`config.mk`:
```
export PLATFORM = sky130hd
export DESIGN_NAME = ecs_top
export DESIGN_NICKNAME = d
export VERILOG_FILES = /design/src/ecs_sync.v /design/src/ecs_top.v
export VERILOG_INCLUDE_DIRS = /design/src
export SDC_FILE = /design/constraint.sdc
export NUM_CORES = 1
export LEC_CHECK = 0
export ABC_AREA = 1
export BUFFER_PORTS_ARGS = -buffer_cell sky130_fd_sc_hd__buf_2
export CAP_MARGIN = 5
export CORE_ASPECT_RATIO = 0.7
export CORE_MARGIN = 1
export CORE_UTILIZATION = 25
export CTS_CLUSTER_SIZE = 16
export DETAILED_ROUTE_END_ITERATION = 10
export SYNTH_ARGS = -nofsm -noshare
export SYNTH_HDL_FRONTEND = slang
export SYNTH_SLANG_ARGS = --single-unit
```
`constraint.sdc`:
```
create_clock -name hclk -period 4.36 [get_ports hclk]
set_input_delay 0.218 -clock hclk [delete_from_list [all_inputs] [get_ports hclk]]
set_output_delay 0.218 -clock hclk [all_outputs]
set_load 0.02 [all_outputs]
```
`src/ecs_map.vh`:
```
/*
  Register map, field positions, reset values and bus codes of the encoder
  status and capture timing block.
  Assumes a 32-bit AHB-Lite bus with word-aligned single transfers.
*/
// Summary of operation
// - Every index event records direction in bit 4.
// - Timer overflow sets sticky bit 3, write-one clears.
// - Direction change between captures sets sticky bit 2.
// - First index pulse sets sticky bit 1.
// - Bit 0 shows error of latest index event.
// - Sixteen-bit capture timer is the time base.
// - Period register holds count between unit events.
// - Timer latch on timeout or position read.
// - Period latch on timeout or position read.
// - Direction at first index kept in bit 6.
`ifndef ECS_MAP_VH
`define ECS_MAP_VH

// ----------------------------------------------------------------------
// Register byte offsets
// ----------------------------------------------------------------------
`define ECS_STATUS_OFF     12'h000
`define ECS_TIMEBASE_OFF   12'h004
`define ECS_PERIOD_OFF     12'h008
`define ECS_TB_LATCH_OFF   12'h00C
`define ECS_PRD_LATCH_OFF  12'h010
`define ECS_INT_STAT_OFF   12'h014
`define ECS_INT_EN_OFF     12'h018
`define ECS_INT_CLR_OFF    12'h01C

// ----------------------------------------------------------------------
// Status field positions
// ----------------------------------------------------------------------
`define ECS_POS_ERR_BIT    0
`define ECS_FIRST_IDX_BIT  1
`define ECS_CAP_DIR_BIT    2
`define ECS_CAP_OVF_BIT    3
`define ECS_IDX_DIR_BIT    4
`define ECS_FIRST_DIR_BIT  6

// ----------------------------------------------------------------------
// Interrupt event bits
// ----------------------------------------------------------------------
`define ECS_IRQ_OVF_BIT    0
`define ECS_IRQ_DIR_BIT    1
`define ECS_IRQ_IDX_BIT    2
`define ECS_IRQ_UNIT_BIT   3
`define ECS_IRQ_W          4

// ----------------------------------------------------------------------
// Reset values and bus codes
// ----------------------------------------------------------------------
`define ECS_RST16          16'h0000
`define ECS_RST_IRQ        4'h0
`define ECS_HTRANS_NONSEQ  2'h2
`define ECS_HSIZE_WORD     3'h2
`define ECS_TMR_MAX        16'hFFFF

`endif

```
`src/ecs_sync.v`:
```
/*
  Two-flop synchroniser for a group of single-bit pin inputs.
  Assumes the inputs are asynchronous levels to hclk.
*/
`timescale 1ns/1ps
module ecs_sync #(
  parameter W = 4
) (
  // Clock and reset.
  input  wire         hclk,
  input  wire         hresetn,
  // Data.
  input  wire [W-1:0] async_in,
  output wire [W-1:0] sync_out
);
  reg [W-1:0] meta_q;  // First stage, read only by the second stage.
  reg [W-1:0] sync_q;  // Second stage, safe for logic.

  // Both stages clear on reset to a constant.
  always @(posedge hclk or negedge hresetn) begin
    if (!hresetn) begin
      meta_q <= {W{1'b0}};
      sync_q <= {W{1'b0}};
    end else begin
      meta_q <= async_in;
      sync_q <= meta_q;
    end
  end

  assign sync_out = sync_q;
endmodule // ecs_sync

```
`src/ecs_top.v`:
```
/*
  Encoder status flags and capture timing registers with an AHB-Lite slave.
  Assumes event inputs (index, unit position, unit timeout, position read,
  position error, direction) come from decoder pins or logic outside hclk
  domain, so they are synchronised and edges detected here.
*/
// The implementer's own choices: the register addresses and the AHB-Lite register port.
`timescale 1ns/1ps
`include "ecs_map.vh"
module ecs_top (
  // Clock and reset.
  input  wire        hclk,
  input  wire        hresetn,
  // AHB-Lite slave.
  input  wire        hsel,
  input  wire [11:0] haddr,
  input  wire [1:0]  htrans,
  input  wire        hwrite,
  input  wire [2:0]  hsize,
  input  wire        hready,
  input  wire [31:0] hwdata,
  output reg  [31:0] hrdata,
  output reg         hreadyout,
  output reg         hresp,
  // Encoder events.
  input  wire        index_evt,
  input  wire        unit_pos_evt,
  input  wire        unit_timeout_evt,
  input  wire        pos_read_evt,
  input  wire        pos_err_in,
  input  wire        dir_fwd,
  input  wire        latch_on_read,
  input  wire        cap_tick,
  // Interrupt.
  output reg         irq
);

  // --------------------------------------------------------------------
  // Input synchronisation
  // --------------------------------------------------------------------
  wire [7:0] s;       // Synchronised event and level inputs.
  reg  [4:0] prev_q;  // Previous values for edge detection.

  ecs_sync #(.W(8)) u_sync (
    .hclk     (hclk),
    .hresetn  (hresetn),
    .async_in ({cap_tick, latch_on_read, dir_fwd, pos_err_in, pos_read_evt,
                unit_timeout_evt, unit_pos_evt, index_evt}),
    .sync_out (s)
  );

  wire idx_p  = s[0] & ~prev_q[0];  // Index rising edge.
  wire unit_p = s[1] & ~prev_q[1];  // Unit position rising edge.
  wire uto_p  = s[2] & ~prev_q[2];  // Unit timeout rising edge.
  wire rd_p   = s[3] & ~prev_q[3];  // Position counter read edge.
  wire tick_p = s[7] & ~prev_q[4];  // Capture prescaler tick edge.
  wire perr   = s[4];
  wire dir    = s[5];
  wire selrd  = s[6];

  // --------------------------------------------------------------------
  // Bus address phase capture
  // --------------------------------------------------------------------
  reg        wr_q;    // Data phase is a write.
  reg [11:0] addr_q;  // Latched address.

  // Only whole-word transfers are taken; a narrower size is ignored.
  wire take = hsel & hready & (htrans == `ECS_HTRANS_NONSEQ) & (hsize == `ECS_HSIZE_WORD);
  wire wr_en = wr_q;

  // Returns one when a write targets the given offset.
  function wr_hit;
    input [11:0] off;
    begin
      wr_hit = wr_en & (addr_q == off);
    end
  endfunction

  // --------------------------------------------------------------------
  // Status and timing storage
  // --------------------------------------------------------------------
  reg        idx_dir_q;    // Direction at last index event.
  reg        ovf_q;        // Sticky capture overflow.
  reg        cap_dir_q;    // Sticky direction change.
  reg        first_q;      // Sticky first index seen.
  reg        perr_q;       // Error at last index event.
  reg        first_dir_q;  // Direction at first index.
  reg        seen_q;       // First index ever seen since reset.
  reg        cap_last_dir_q;  // Direction at previous unit event.
  reg        unit_seen_q;     // A unit event has been seen since reset.
  reg [15:0] tmr_q;        // Capture timer.
  reg [15:0] prd_q;        // Capture period.
  reg [15:0] tb_lat_q;     // Timer latch.
  reg [15:0] prd_lat_q;    // Period latch.
  reg [3:0]  ist_q;        // Interrupt status.
  reg [3:0]  ien_q;        // Interrupt enable.

  wire [15:0] wd = hwdata[15:0];
  wire ovf_evt = tick_p & (tmr_q == `ECS_TMR_MAX);
  // The first unit event has no predecessor, so it can flag no change.
  wire dir_evt = unit_p & unit_seen_q & (dir != cap_last_dir_q);
  wire first_evt = idx_p & ~seen_q;
  wire lat_evt = selrd ? rd_p : uto_p;

  // Status flags; a hardware set wins over a software clear in one cycle.
  always @(posedge hclk or negedge hresetn) begin
    if (!hresetn) begin
      idx_dir_q      <= 1'b0;
      ovf_q          <= 1'b0;
      cap_dir_q      <= 1'b0;
      first_q        <= 1'b0;
      perr_q         <= 1'b0;
      first_dir_q    <= 1'b0;
      seen_q         <= 1'b0;
      cap_last_dir_q <= 1'b0;
      unit_seen_q    <= 1'b0;
      prev_q         <= 5'h00;
    end else begin
      prev_q <= {s[7], s[3:0]};
      if (idx_p) begin
        idx_dir_q <= dir;
        perr_q    <= perr;
        seen_q    <= 1'b1;
      end
      if (first_evt) begin
        first_dir_q <= dir;
      end
      if (unit_p) begin
        cap_last_dir_q <= dir;
        unit_seen_q    <= 1'b1;
      end
      if (ovf_evt) begin
        ovf_q <= 1'b1;
      end else if (wr_hit(`ECS_STATUS_OFF) && hwdata[`ECS_CAP_OVF_BIT]) begin
        ovf_q <= 1'b0;
      end
      if (dir_evt) begin
        cap_dir_q <= 1'b1;
      end else if (wr_hit(`ECS_STATUS_OFF) && hwdata[`ECS_CAP_DIR_BIT]) begin
        cap_dir_q <= 1'b0;
      end
      if (first_evt) begin
        first_q <= 1'b1;
      end else if (wr_hit(`ECS_STATUS_OFF) && hwdata[`ECS_FIRST_IDX_BIT]) begin
        first_q <= 1'b0;
      end
    end
  end

  // Capture timer, period and latch registers; writable by software.
  always @(posedge hclk or negedge hresetn) begin
    if (!hresetn) begin
      tmr_q     <= `ECS_RST16;
      prd_q     <= `ECS_RST16;
      tb_lat_q  <= `ECS_RST16;
      prd_lat_q <= `ECS_RST16;
    end else begin
      if (unit_p) begin
        tmr_q <= `ECS_RST16;
      end else if (wr_hit(`ECS_TIMEBASE_OFF)) begin
        tmr_q <= wd;
      end else if (tick_p) begin
        tmr_q <= tmr_q + 16'h0001;
      end
      if (unit_p) begin
        prd_q <= tmr_q;
      end else if (wr_hit(`ECS_PERIOD_OFF)) begin
        prd_q <= wd;
      end
      if (lat_evt) begin
        tb_lat_q <= tmr_q;
      end else if (wr_hit(`ECS_TB_LATCH_OFF)) begin
        tb_lat_q <= wd;
      end
      if (lat_evt) begin
        prd_lat_q <= prd_q;
      end else if (wr_hit(`ECS_PRD_LATCH_OFF)) begin
        prd_lat_q <= wd;
      end
    end
  end

  // --------------------------------------------------------------------
  // Interrupt status, enable and clear
  // --------------------------------------------------------------------
  wire [3:0] irq_set = {unit_p, idx_p, dir_evt, ovf_evt};
  wire [3:0] irq_clr = wr_hit(`ECS_INT_CLR_OFF) ? hwdata[3:0] : 4'h0;

  // Set beats clear so no event is lost in a clearing cycle.
  always @(posedge hclk or negedge hresetn) begin
    if (!hresetn) begin
      ist_q <= `ECS_RST_IRQ;
      ien_q <= `ECS_RST_IRQ;
      irq   <= 1'b0;
    end else begin
      ist_q <= irq_set | (ist_q & ~irq_clr);
      if (wr_hit(`ECS_INT_EN_OFF)) begin
        ien_q <= hwdata[3:0];
      end
      irq <= |((irq_set | (ist_q & ~irq_clr)) & (wr_hit(`ECS_INT_EN_OFF) ?
                                                  hwdata[3:0] : ien_q));
    end
  end

  // --------------------------------------------------------------------
  // AHB-Lite slave: zero wait states, always OKAY
  // --------------------------------------------------------------------
  wire [15:0] status = {9'h000, first_dir_q, 1'b0, idx_dir_q, ovf_q,
                        cap_dir_q, first_q, perr_q};

  // Read mux; unmapped and write-only offsets read zero.
  reg [31:0] rmux;
  always @* begin
    rmux = 32'h0000_0000;
    case (haddr)
      `ECS_STATUS_OFF:    rmux = {16'h0000, status};
      `ECS_TIMEBASE_OFF:  rmux = {16'h0000, tmr_q};
      `ECS_PERIOD_OFF:    rmux = {16'h0000, prd_q};
      `ECS_TB_LATCH_OFF:  rmux = {16'h0000, tb_lat_q};
      `ECS_PRD_LATCH_OFF: rmux = {16'h0000, prd_lat_q};
      `ECS_INT_STAT_OFF:  rmux = {28'h0000000, ist_q};
      `ECS_INT_EN_OFF:    rmux = {28'h0000000, ien_q};
      default:            rmux = 32'h0000_0000;
    endcase
  end

  // Address phase capture; read data is loaded at the address edge so it
  // stands through the data phase (reflects state of that edge).
  always @(posedge hclk or negedge hresetn) begin
    if (!hresetn) begin
      wr_q      <= 1'b0;
      addr_q    <= 12'h000;
      hrdata    <= 32'h0000_0000;
      hreadyout <= 1'b1;
      hresp     <= 1'b0;
    end else begin
      wr_q      <= take & hwrite;
      hreadyout <= 1'b1;
      hresp     <= 1'b0;
      if (take) begin
        addr_q <= {haddr[11:2], 2'b00};
      end
      if (take && !hwrite) begin
        hrdata <= rmux;
      end
    end
  end

endmodule // ecs_top

```
==> out/metrics.cfg <==
[synthesis]
synth_edf_count = 0
yosys.cell_types.count = 35
syn_area_per_cell_um2 = 7.61
synth_fa_ha_area_share_pct = 0.185
synth.yosys.seq_area_share_pct = 48.2
synthCells = 888
synthXorXnorAreaFrac_pct = 0.778
ys_seq_elements = 130
synth_top_family_by_area = simple AND/OR/NAND/NOR gates
synth-compound-area-share_pct = 9.54
dominantRegCellSynth = dfrtp_1
synthMuxAreaShare_pct = 0
synth-async-reset-ratio_pct = 100
syn_area_um2 = 6760
yosys.area_share.simple_pct = 32.1
yosys_warnings = 0

[worst_setup_path]
cp-end-kind = flop
worstSetupPathType = flop to flop
reg2reg_to = tmr_q[15]
cp_max_fo = 37
crit_required_ns = 4.72
worstReg2RegStart = prev_q[1]
crit_path_start_kind = flop
r2r_cells = 9
critPathArrivalTime_ns = 2.68
r2r_slack_ns = 2.04

[finish]
area_growth_pct = 18.4
fin_nets = 1008
antenna_cells = 0
drive_gt1_share_pct = 12.9

[placed_design]
pre_cts_slack_ns = 2.01
hpwlAfterDp_mm = 13.7
place.gp.congestion = 0.903
port_buffers = 62

[clock_network]
clkTransAtPathRegs_ns = 0.06
cts_setup_buffers = 0
cts.path.max_buffers = 2
cts_buffers = 17
clkLatencyLatePin_ns = 0.43
cts_resized = 0
cts_root_buffer = clkbuf_16
cts.sinks = 130
htreeDepth = 4
cts_tree = done
cts-hold-fix-buffers = 9

[sta]
finalCritPeriodShare_pct = 53.2
relSlewSlack_pct = 31.6
period_needed_ns = 2.32
finalSetupViolations = 0
slew_viol_final = 0
hold_violations = 0
finClkSkew_ns = 0.0140
fin_ws_ns = 2.04
rsz0062_at_grt = false
fmax_mhz = 431
worst_pin_slew_ns = 1.03
tns_ns = 0

[drt]
vias_per_cell = 4.56
wirelength_mm = 19.7
drt-initial-drc-count = 585
wl_per_cell_um = 15.0
detail-route-antenna-nets = 0
remaining_drc_errors = 0
first_pass_iters = 7
vias = 5987

[grt]
grt_pass1_vias = 5517
grt_max_degree = 103
globalRouteOverflowTotal = 0
antenna_found_initial = 0
track_usage_pct = 14.9
grt_pass1_wl_mm = 31.1

[min_path]
hold_path_depth = 3
hold_path_end = addr_q[8]
min_path_type = primary input to flop
min_from = haddr[8]

[floorplanning]
die_area_um2 = 27700
die_w_um = 198
num_rows = 49
io-pin-count = 97
core-area_um2 = 26100
start_util_pct = 25.9
chipHeight_um = 140

[power]
powerDensity_nw_per_um2 = 415
power.total_mw = 3.32
ir_drop_mv = 0.311
p_leak_nw = 3.96

[run_status]
outcome = finished clean

[flow_run]
maxCapViolations = 0

==> where the power goes <==
group          total (mW)  internal [mW]  leakage, nW  switching, mW
sequential           1.44           1.34         1.62          0.108
clock                1.49          0.939        0.284          0.546
combinational       0.391          0.132         2.06          0.259
total                3.32           2.41         3.96          0.913
==> sequential cells by signal, indices dropped and copies added, names as in the netlist, 4 cells and up <==
| name | count |
|---|---|
| hrdata | 16 |
| prev_q | 5 |
| addr_q | 10 |
| tb_lat_q | 16 |
| prd_lat_q | 16 |
| prd_q | 16 |
| ist_q | 4 |
| ien_q | 4 |
| u_sync.sync_out | 8 |
| tmr_q | 16 |
| u_sync.meta_q | 8 |
==> synthesized netlist by cell type, types with 2 or more instances <==
library cell	count	area share, %
o21ai_1	21	1.6
nand4_1	5	0.46
nor2_2	5	0.46
buf_4	21	2.3
nor3_1	2	0.15
buf_2	13	0.96
conb_1	2	0.11
nand3b_1	2	0.22
nand3_1	137	10
nand2_2	3	0.28
buf_6	2	0.33
o21ai_0	76	5.6
o22ai_1	4	0.37
inv_2	5	0.28
o211ai_1	16	1.8
dfrtp_1	130	48
or2_2	2	0.19
nor2_1	62	3.4
clkbuf_1	17	0.94
nor2_4	3	0.50
nand3_2	2	0.30
xor2_1	5	0.65
inv_1	74	4.1
nand2_1	268	15
==> routing by layer <==
layer | vias to the layer above | global-route usage, % | wire [um]
met1 | 2795 | 22.5 | 9940
met5 | - | 0 | 0
met3 | 16 | 4.90 | 1760
met4 | 0 | 4.21 | 191
met2 | 218 | 19.6 | 7840
li1 | 2958 | - | -
==> critical path: stages (launching register included) <==
cell     delay (ns)
dfrtp_1        0.39
nor2_4         0.64
inv_2          0.18
o21ai_0        0.15
inv_2          0.11
nand2_2        0.23
nand2_2        0.13
inv_2          0.22
nand3_1        0.13
nand2_1        0.07
==> logic make-up after synthesis <==
family / count (synthesis)
AND/OR/NAND/NOR: 496
buffers and inverters: 134
AO/OA/AOI/OAI: 119
adder cells (fa/ha/maj): 1
XOR/XNOR: 6
flip-flops: 130
other: 2
==> per-stage QoR <==
stage               hold slack, ns  utilization, %  area [um^2]  cells
floorplan                  -0.0776               -         6820    904
global route                0.0439            30.6         8000   1314
finish                      0.0364            30.6         8000   1314
detailed placement           0.327            28.0         7310   1274
CTS                         0.0278            30.6         8000   1314
global placement             0.326            28.0         7310   1274
==> cells in the final DEF (no fill, tap or decap), drive strengths merged, types with 5 or more instances in the layout <==
cell type and count:
dlygate4sd3 9, xor2 5, inv 80, clkbuf 22, buf 67, o211ai 16, o21ai 98, nor2 71
nand3 139, nand2 272, nand4 5, dfrtp 130, conb 18
==> worst max path at each step <==
stage          cells after the start   endpoint  slack [ns]                from
2_1_floorplan                      8  tmr_q[10]        2.89            tmr_q[0]
3_3_place_gp                       9  tmr_q[15]        1.99           prev_q[1]
3_5_place_dp                       9  tmr_q[11]        2.01           prev_q[1]
4_1_cts                            9  tmr_q[11]        2.02           prev_q[1]
5_1_grt                           10  tmr_q[13]        1.73  u_sync.sync_out[1]
6_report                           9  tmr_q[15]        2.04           prev_q[1]
==> final cells by class <==
type	count	area (um^2)
inverters	80	303
flip-flops and latches	130	3250
well taps	357	447
multi-input cells	640	2950
clock buffers	22	474
clock inverters	9	130
fillers	2802	18100
repair buffers	76	444
Power figures use the tool's default switching activity.
